==> config.mk <==
export PLATFORM = sky130hd
export DESIGN_NAME = mrp_ctrl
export DESIGN_NICKNAME = d
export VERILOG_FILES = /design/src/logic/mrp_sync.v /design/src/logic/mrp_gap_timer.v /design/src/logic/mrp_ctrl.v
export VERILOG_INCLUDE_DIRS = /design/src /design/src/logic
export SDC_FILE = /design/constraint.sdc
export NUM_CORES = 1
export LEC_CHECK = 0
export ABC_AREA = 1
export ABC_CLOCK_PERIOD_IN_PS = 2800
export BUFFER_PORTS_ARGS = -buffer_cell sky130_fd_sc_hd__buf_2
export CELL_PAD_IN_SITES_DETAIL_PLACEMENT = 1
export CELL_PAD_IN_SITES_GLOBAL_PLACEMENT = 1
export CORE_MARGIN = 1
export CORE_UTILIZATION = 30
export DETAILED_ROUTE_END_ITERATION = 10
export GPL_ROUTABILITY_DRIVEN = 0
export HOLD_SLACK_MARGIN = 0.06
export PLACE_DENSITY = 0.7
export SYNTH_ARGS = -nofsm -noshare
export SYNTH_HDL_FRONTEND = slang
export SYNTH_SLANG_ARGS = --single-unit
==> constraint.sdc <==
create_clock -name ref_clk -period 2.8 [get_ports ref_clk]
set_clock_uncertainty 0.1 [all_clocks]
set_input_delay 0.28 -clock ref_clk [delete_from_list [all_inputs] [get_ports ref_clk]]
set_output_delay 0.28 -clock ref_clk [all_outputs]
set_load 0.02 [all_outputs]
==> src/logic/mrp_defines.vh <==
// constants for the mode register programming controller
`ifndef MRP_DEFINES_VH
`define MRP_DEFINES_VH
// command pin codes {cs_n, ras_n, cas_n, we_n}
`define MRP_CMD_NOP 4'h7
`define MRP_CMD_MRS 4'h0
`define MRP_CMD_DES 4'hF
// bank address codes of the mode registers
`define MRP_BA_MR0 3'h0
`define MRP_BA_MR1 3'h1
// operating mode register field positions
`define MRP_BL_LSB 0
`define MRP_BL_MSB 1
`define MRP_BT_BIT 3
`define MRP_TM_BIT 7
`define MRP_DLLRST_BIT 8
`define MRP_PPD_BIT 12
// burst length codes
`define MRP_BL_FIX8 2'h0
`define MRP_BL_OTF 2'h1
`define MRP_BL_FIX4 2'h2
// default timings in link clock cycles
`define MRP_TMRD_CK 4
`define MRP_TMOD_CK 12
// width of link-clock cycle counters
`define MRP_CNT_W 8
`endif

==> src/logic/mrp_sync.v <==
// two flip-flop synchroniser for one level from outside the clock domain
`timescale 1ns/1ps
module mrp_sync
(
   input wire ref_clk,
   input wire rst,
   input wire clk_en,
   input wire din,
   output reg dout
);
   reg meta;
   // first stage feeds only the second
   always @(posedge ref_clk or posedge rst)
   begin
      if (rst)
      begin
         meta <= 1'b0;
         dout <= 1'b0;
      end
      else if (clk_en)
      begin
         meta <= din;
         dout <= meta;
      end
   end
endmodule

==> src/logic/mrp_gap_timer.v <==
// down counter of link clock rising edges for one command spacing
`timescale 1ns/1ps
`include "mrp_defines.vh"
module mrp_gap_timer
#(
   parameter W = `MRP_CNT_W
)
(
   input wire ref_clk,
   input wire rst,
   input wire clk_en,
   input wire load,
   input wire [W-1:0] load_val,
   input wire tick,
   output wire done
);
   reg [W-1:0] cnt;
   // load on a mode set, count down on each link rising edge
   always @(posedge ref_clk or posedge rst)
   begin
      if (rst)
         cnt <= {W{1'b0}};
      else if (clk_en)
      begin
         if (load)
            cnt <= load_val;
         else if (tick && cnt != {W{1'b0}})
            cnt <= cnt - {{(W-1){1'b0}}, 1'b1};
      end
   end
   assign done = (cnt == {W{1'b0}});
endmodule

==> src/logic/mrp_ctrl.v <==
// controller that programs the operating mode register over the command pins
//
// Functional notes
// mode registers change only via mode set
// host writes every register after reset
// every field of register driven each write
// mode set keeps array data intact
// hold tMRD between two mode sets
// hold tMOD before other commands
// mode set only when device idle
// all command pins and banks low; ba here carries mrs_sel, so it is low for MR0 only
// bit A3 picks sequential or interleaved
// bits A0-A1 choose burst length mode
// A12 picks chop or eight per command
// eight-beat read order from start column
// chop read uses group of four
// write order fixed, column bit two chops
// fixed chop writes start two earlier
// read latency is additive plus CAS
// keep test mode bit A7 clear
// DLL reset bit clears itself
// wait tDLLK after DLL reset; other commands here wait only tMOD
// write recovery at least tWR over tCK
// A12 selects precharge power-down exit
// bank address selects target register
// A12 chop, A10 auto-precharge per access
`timescale 1ns/1ps
`include "mrp_defines.vh"
module mrp_ctrl
#(
   parameter TMRD_CK = `MRP_TMRD_CK,
   parameter TMOD_CK = `MRP_TMOD_CK
)
(
   input wire ref_clk,
   input wire rst,
   input wire clk_en,
   input wire link_ck,
   input wire dev_idle,
   input wire mrs_req,
   input wire [2:0] mrs_sel,
   input wire [12:0] mrs_val,
   input wire other_req,
   input wire [3:0] other_cmd,
   input wire [2:0] other_ba,
   input wire [12:0] other_addr,
   output reg mrs_ack,
   output reg other_ack,
   output reg mrs_err,
   output reg [12:0] op_mode,
   output reg op_mode_valid,
   output reg cs_n,
   output reg ras_n,
   output reg cas_n,
   output reg we_n,
   output reg [2:0] ba,
   output reg [12:0] addr
);
   // ---------------------------------------------------------------
   // state codes
   // ---------------------------------------------------------------
   localparam ST_IDLE = 2'h0;
   localparam ST_ISSUE = 2'h1;
   localparam ST_HOLD = 2'h2;
   localparam [`MRP_CNT_W-1:0] MRD_VAL = TMRD_CK;
   localparam [`MRP_CNT_W-1:0] MOD_VAL = TMOD_CK;

   // ---------------------------------------------------------------
   // link clock and device idle sampling
   // ---------------------------------------------------------------
   wire ck_s;
   wire idle_s;
   reg ck_d;
   wire ck_rise;
   mrp_sync u_ck_sync
   (
      .ref_clk(ref_clk),
      .rst(rst),
      .clk_en(clk_en),
      .din(link_ck),
      .dout(ck_s)
   );
   mrp_sync u_idle_sync
   (
      .ref_clk(ref_clk),
      .rst(rst),
      .clk_en(clk_en),
      .din(dev_idle),
      .dout(idle_s)
   );
   // edge finder on the synchronised link clock
   always @(posedge ref_clk or posedge rst)
   begin
      if (rst)
         ck_d <= 1'b0;
      else if (clk_en)
         ck_d <= ck_s;
   end
   assign ck_rise = ck_s & ~ck_d;

   // ---------------------------------------------------------------
   // command spacing timers
   // ---------------------------------------------------------------
   reg [1:0] st;
   reg [1:0] next_st;
   reg load_t;
   wire mrd_done;
   wire mod_done;
   mrp_gap_timer u_mrd
   (
      .ref_clk(ref_clk),
      .rst(rst),
      .clk_en(clk_en),
      .load(load_t),
      .load_val(MRD_VAL),
      .tick(ck_rise),
      .done(mrd_done)
   );
   mrp_gap_timer u_mod
   (
      .ref_clk(ref_clk),
      .rst(rst),
      .clk_en(clk_en),
      .load(load_t),
      .load_val(MOD_VAL),
      .tick(ck_rise),
      .done(mod_done)
   );

   // ---------------------------------------------------------------
   // request decode
   // ---------------------------------------------------------------
   reg is_mrs;
   reg is_nop;
   reg [12:0] sane_val;
   // test mode bit forced clear, reserved burst code refused
   always @*
   begin
      is_mrs = (other_cmd == `MRP_CMD_MRS);
      is_nop = (other_cmd == `MRP_CMD_NOP) || (other_cmd == `MRP_CMD_DES);
      sane_val = mrs_val;
      if (mrs_sel == `MRP_BA_MR0)
         sane_val[`MRP_TM_BIT] = 1'b0;
   end
   wire mr0_bad = (mrs_sel == `MRP_BA_MR0) &&
      (mrs_val[`MRP_BL_MSB:`MRP_BL_LSB] == 2'h3);
   // mode set waits for tMRD and an idle device
   wire mrs_ok = mrd_done && idle_s;
   // ordinary commands wait for tMOD; NOP and deselect never wait
   wire oth_ok = mod_done || is_nop;

   // next state
   always @*
   begin
      next_st = st;
      case (st)
         ST_IDLE:
         begin
            if (ck_rise)
               next_st = ST_ISSUE;
         end
         ST_ISSUE:
            next_st = ST_HOLD;
         ST_HOLD:
            next_st = ST_IDLE; // one command per link period
         default:
            next_st = ST_IDLE;
      endcase
   end

   // ---------------------------------------------------------------
   // command issue: one command per link cycle, NOP otherwise
   // ---------------------------------------------------------------
   always @(posedge ref_clk or posedge rst)
   begin
      if (rst)
      begin
         st <= ST_IDLE;
         load_t <= 1'b0;
         mrs_ack <= 1'b0;
         other_ack <= 1'b0;
         mrs_err <= 1'b0;
         op_mode <= 13'h0000;
         op_mode_valid <= 1'b0;
         {cs_n, ras_n, cas_n, we_n} <= `MRP_CMD_NOP;
         ba <= 3'h0;
         addr <= 13'h0000;
      end
      else if (clk_en)
      begin
         st <= next_st;
         load_t <= 1'b0;
         mrs_ack <= 1'b0;
         other_ack <= 1'b0;
         mrs_err <= 1'b0;
         // pins change just after a link rising edge, sampled at the next
         if (st == ST_IDLE && ck_rise)
         begin
            {cs_n, ras_n, cas_n, we_n} <= `MRP_CMD_NOP;
            if (mrs_req && mr0_bad)
               mrs_err <= 1'b1;
            else if (mrs_req && mrs_ok)
            begin
               // full word on every write, bank picks register
               {cs_n, ras_n, cas_n, we_n} <= `MRP_CMD_MRS;
               ba <= mrs_sel;
               addr <= sane_val;
               load_t <= 1'b1;
               mrs_ack <= 1'b1;
               if (mrs_sel == `MRP_BA_MR0)
               begin
                  // shadow keeps burst, latency and exit fields; the
                  // device clears its DLL reset bit by itself
                  op_mode <= sane_val;
                  // write recovery and exit mode fields kept as given

                  op_mode[`MRP_DLLRST_BIT] <= 1'b0;
                  op_mode_valid <= 1'b1;
               end
            end
            else if (other_req && !is_mrs && oth_ok)
            begin
               // A12 and A10 pass through for chop and auto-precharge
               {cs_n, ras_n, cas_n, we_n} <= other_cmd;
               ba <= other_ba;
               addr <= other_addr;
               other_ack <= 1'b1;
            end
         end
      end
   end
endmodule

==> results of run 1 <==
## power breakdown
part           switching (mW)  total [mW]  internal, mW
Sequential              0.185        1.28          1.10
Combinational           0.740        1.20         0.458
Clock                   0.330       0.698         0.368
Total                    1.26        3.18          1.93
## flip-flops by register name (all words and copies together) (netlist names), 2 cells and up
signal,cells
addr,13
ba,3
op_mode,12
st,2
u_mod.cnt,8
u_mrd.cnt,8
## final cells by class
class / count / area [um2]
tap: 133 / 166
multi-input combinational: 294 / 1390
inverter: 33 / 125
timing repair buffer: 83 / 435
sequential: 59 / 1480
clock inverter: 2 / 10.0
clock buffer: 14 / 163
fill: 1303 / 6050
## layer usage
metal  vias to the layer above  wire [um]  track usage
met5                         -          0            0
met4                         0         84       0.0520
met3                         7        438       0.0508
met2                        56       4060        0.302
met1                      1342       3680        0.218
li1                       1413          -            -
## critical path: stages, from the launching register on
cell and delay, ns:
dfrtp_1 0.38, inv_1 0.14, ha_1 0.16, nand2_1 0.06, nor2_2 0.17, nand2_2 0.15, clkinv_2 0.18, nand2_4 0.19
nand2_4 0.24, nand2_1 0.09, nand2_1 0.06
## cell usage after synthesis
cell type,instances,area share
nand2_1,159,0.19
dfrtp_1,56,0.46
nor2_1,31,0.038
inv_1,30,0.037
nand3_1,26,0.042
o21ai_1,19,0.031
o21ai_0,17,0.028
buf_2,6,0.0098
nor2_2,6,0.012
o21bai_1,6,0.015
or2_2,5,0.010
ha_1,4,0.016
xor2_1,4,0.011
a21oi_1,3,0.0049
clkbuf_1,3,0.0037
dfstp_2,3,0.026
nand3_4,3,0.017
nand4_1,3,0.0061
buf_4,2,0.0049
nand2_4,2,0.0073
buf_6,1,0.0037
clkinv_1,1,0.0012
clkinv_2,1,0.0016
conb_1,1,0.0012
inv_2,1,0.0012
nand2_2,1,0.0020
nor2_4,1,0.0037
nor2_8,1,0.0065
o21bai_2,1,0.0037
xnor2_1,1,0.0029
## final timing paths
path / startpoint / endpoint / slack, ns / cells past startpoint
worst max-delay path: u_mrd.cnt[0] / addr[11] / 0.80 / 10
worst min-delay path: rst / u_mrd.cnt[2] / 0.06 / 3
worst max register to register: u_mrd.cnt[0] / addr[11] / 0.80 / 10
worst min register to register: op_mode_valid / op_mode_valid / 0.38 / 1
max in group asynchronous: rst / op_mode[2] / 2.03 / 3
min in group ref_clk: dev_idle / u_idle_sync.meta / 0.08 / 3
## layout by cell type, fill, tap and decap left out, drive strengths merged
cell	count
o21bai	7
clkinv	4
xnor2	1
nand4	3
inv	31
conb	1
xor2	4
or2	5
nor2	39
ha	4
buf	80
dfrtp	56
o21ai	36
nand3	29
a21oi	3
nand2	162
dfstp	3
dlygate4sd3	3
clkbuf	14
## logic make-up after synthesis
group,count (synthesis)
xor+xnor,5
compound gates,46
fa+ha+maj,4
buf+inv,45
other cells,1
simple gates,238
flops,59
## through the flow
stage	instances	hold WS (ns)	power [mW]	area, um2
global placement	599	0.355	2.46	3570
global route	618	0.0774	3.48	3770
detailed placement	599	0.365	2.51	3570
CTS	618	0.0649	3.24	3770
finish	618	0.0636	3.18	3770
floorplan	398	0.290	2.15	3070
## timing repair
item | in CTS | in global routing
endpoints found under the hold margin | 3 | 0
hold buffers | 3 | 0
resized for setup | 0 | 0
==> out/metrics.csv, run 1 <==
metric,value,unit
start_util,0.312,
fin_util,0.384,
max_freq,0.500,GHz
die_area,10600,um2
ys_ff_latch,59,
drive_above_1_share,0.245,
cts_buffer_depth,2,
fin_crit_sh,0.715,
powerDensity,843,nW/um2
antenna_cells,0,
synth_xor_area_frac,0.0143,
syn_area_per_cell,7.70,um2
die_y,103,um
antenna_found_initial,0,
fin_crit,2.00,ns
num_rows,36,
relSlewSlack,0.481,
grt_pass1_vias,2951,
hold_path_class,in2async,
setup_viol,0,
cts_root_buf,clkbuf_8,
cts.sinks,59,
rsz0062_at_grt,no,
p_leak,2.15,nW
syn_area,3070,um2
synth_top_family_by_area,simple AND/OR/NAND/NOR gates,
drtPass1Iterations,4,
dp_slack,0.794,ns
outcome,"complete, no violations",
ys.warnings.count,0,
drc,0,
nets,527,
synth-adder-area-share,0.0163,
ioPinCount,80,
path_clk_slew,0.06,ns
finalHoldViolCount,0,
drt_iter0_markers,102,
synth_cells,398,
path_class,reg2reg,
tns,0,ns
syn2layout_area_growth,23.1,%
cts_tree,built,
drv_cap,0,
synth_cell_types,30,
cp-end-kind,flip-flop,
irDropWorstVdd,0.333,mV
synthSimpleGateAreaFrac,0.340,
via_count,2818,
fin_ws,0.799,ns
cp_max_fo,18,
syn-num-nets,445,
seq_area_frac_synth,0.483,
grt_pass1_wl,14400,um
cp.required,2.98,ns
vias_per_cell,4.56,
synthMuxAreaShare,0,
dpl.hpwl,6110,um
numPortBuffers,78,
wl_per_cell,13.4,um
coreArea,9820,um2
tightest_slew,0.778,ns
final_antenna_net_count,0,
insertion_delay,0.34,ns
global_route.usage.total,0.177,
cp-start-kind,flip-flop,
htree_levels,3,
numCtsBuffers,9,
cts_setup_buffers,0,
totalWireLength,8260,um
arrival,2.18,ns
die_width,103,um
grt_max_degree,60,
synth_compound_area_frac,0.0820,
maxSlewViolCount,0,
grt_remaining_overflow,0,
No activity file was read; power rests on OpenSTA's default activity.
==> run 2: changes to the inputs <==
- ABC_CLOCK_PERIOD_IN_PS: 2800 -> 1790
- PLACE_DENSITY: 0.7 -> 0.73
- clock period: 2.8 -> 1.79 ns (I/O delays scaled with it)
==> out/metrics.csv, run 2 (synthesis results as in run 1) <==
metric,value,unit
max_freq,0.601,GHz
vias_per_cell,4.58,
cp-start-kind,flip-flop,
r2r_cells,9,
mostFrequentLayoutCell,nand2_1,
cp.required,1.98,ns
setup_viol,0,
outcome,"complete, no violations",
cts.sinks,59,
cp-end-kind,flip-flop,
ioPinCount,80,
die_width,103,um
die_area,10600,um2
fin_util,0.439,
numPortBuffers,78,
cpPeakStageDelay,0.39,ns
grt_max_degree,26,
drtPass1Iterations,4,
antenna_cells,0,
powerDensity,1270,nW/um2
via_count,3039,
grt_pass1_vias,3319,
timing.rr.end,ba[0],
largest_reg_flops,13,
path_cells,inv_2 > nor2_4 > nand3_4 > nor2_8 > nand3_4 > buf_4 > nand2_4 > nand2_1 > nand2_1,
insertion_delay,0.34,ns
r2r_start,u_ck_sync.dout,
combinationalPowerShare,0.378,
crit_start,u_ck_sync.dout,
syn2layout_area_growth,40.8,%
cts_root_buf,clkbuf_8,
drc,0,
p_clk_frac,0.254,
reg2reg_slack,0.13,ns
irDropWorstVdd,0.363,mV
crit_end,ba[0],
finalHoldViolCount,0,
fillers,1263,
layout_common_cells,"nand2_1 (158), buf_2 (78), dfrtp_1 (56)",
grt_remaining_overflow,0,
swShare,0.383,
final_antenna_net_count,0,
cts_tree,built,
htree_levels,3,
seqPwrFrac,0.367,
switchingPower,2.10,mW
wl_per_cell,14.3,um
hold_path_class,in2reg,
antenna_found_initial,0,
grt_pass1_wl,15800,um
intPower,3.38,mW
dpl.hpwl,6610,um
drv_cap,0,
whs,0.0798,ns
p_leak,2.36,nW
numCtsBuffers,9,
coreArea,9820,um2
rsz0062_at_grt,yes,
cp_slowest_cell,dfrtp_1,
drive_above_1_share,0.266,
tns,0,ns
nets,572,
path_class,reg2reg,
arrival,1.85,ns
regMostFlops,addr,
maxSlewViolCount,0,
drt_iter0_markers,50,
num_rows,36,
global_route.usage.total,0.195,
cp_max_fo,8,
path_clk_slew,0.07,ns
fin_crit,1.66,ns
totalWireLength,9460,um
power,5.47,mW
start_util,0.312,
die_y,103,um
cts_buffer_depth,2,
fin_crit_sh,0.929,
reg_top3,"addr x13, op_mode x12",
run 2: changes by cell type in the layout (fill, tap and decap cells not counted), moves of 2 or more:
cell / previous run / this run
dlygate4sd3_1: 3 / 31
nand2_8: 0 / 2
clkinv_2: 3 / 1
buf_12: 0 / 2
nor2_4: 1 / 4
bufinv_16: 0 / 2
clkbuf_1: 3 / 0
nor2_2: 6 / 4
clkinvlp_4: 0 / 2
buf_4: 2 / 14
run 2: power groups by stage:
stage | logic [mW] | registers (mW) | clock network, mW
final | 2.07 | 2.01 | 1.39
after global routing | 2.38 | 2.07 | 1.47
after CTS | 2.06 | 2.01 | 1.43
after detailed placement | 1.98 | 2.03 | 0
after global placement | 1.90 | 2.01 | 0
after floorplan | 1.17 | 2.19 | 0
run 2: worst min path at each step:
stage / from / end / slack, ns / depth (start not counted)
after floorplan: mrs_val[5] / op_mode[5] / 0.19 / 2
after global placement: rst / other_ack / 0.13 / 2
after detailed placement: rst / other_ack / 0.13 / 2
after CTS: mrs_sel[0] / ba[0] / 0.06 / 5
after global routing: mrs_sel[0] / ba[0] / 0.1 / 5
final: other_addr[2] / addr[2] / 0.08 / 5
run 2: per-stage QoR:
step	instance area [um2]	std cells	worst slack (ns)
floorplan	3070	398	0.0596
global placement	3680	611	0.0977
finish	4320	663	0.127
global route	4320	663	-0.00177
CTS	4220	658	0.0311
detailed placement	3680	611	0.0421
run 2: what timing repair did:
action | CTS | global route
setup buffers | 0 | 3
gates resized for setup | 0 | 11
endpoints found under the setup margin | 0 | 37
endpoints found under the hold margin | 43 | 0
hold buffers | 31 | 0
run 2: final cells by class:
class | count | area (um2) | area share
clock inverter | 6 | 88.8 | 0.0206
sequential | 59 | 1480 | 0.343
timing repair buffer | 126 | 857 | 0.199
inverter | 33 | 126 | 0.0293
clock buffer | 10 | 138 | 0.0319
multi-input combinational | 296 | 1460 | 0.338
tap | 133 | 166 | 0.0386
run 2: critical path: cells and delay by family, from the launching register on:
family | cells | cell delay (ns)
buffers and inverters | 2 | 0.23
and+or+nand+nor | 7 | 0.89
DFF | 1 | 0.39
run 2: metal layers:
metal / track usage / vias to the layer above / wire length (um) / share of wire
met5: 0 / - / 0 / 0
met4: 0.0672 / 0 / 136 / 0.014
met3: 0.0353 / 13 / 389 / 0.041
met2: 0.359 / 75 / 4950 / 0.52
met1: 0.227 / 1449 / 3990 / 0.42
li1: - / 1502 / - / -
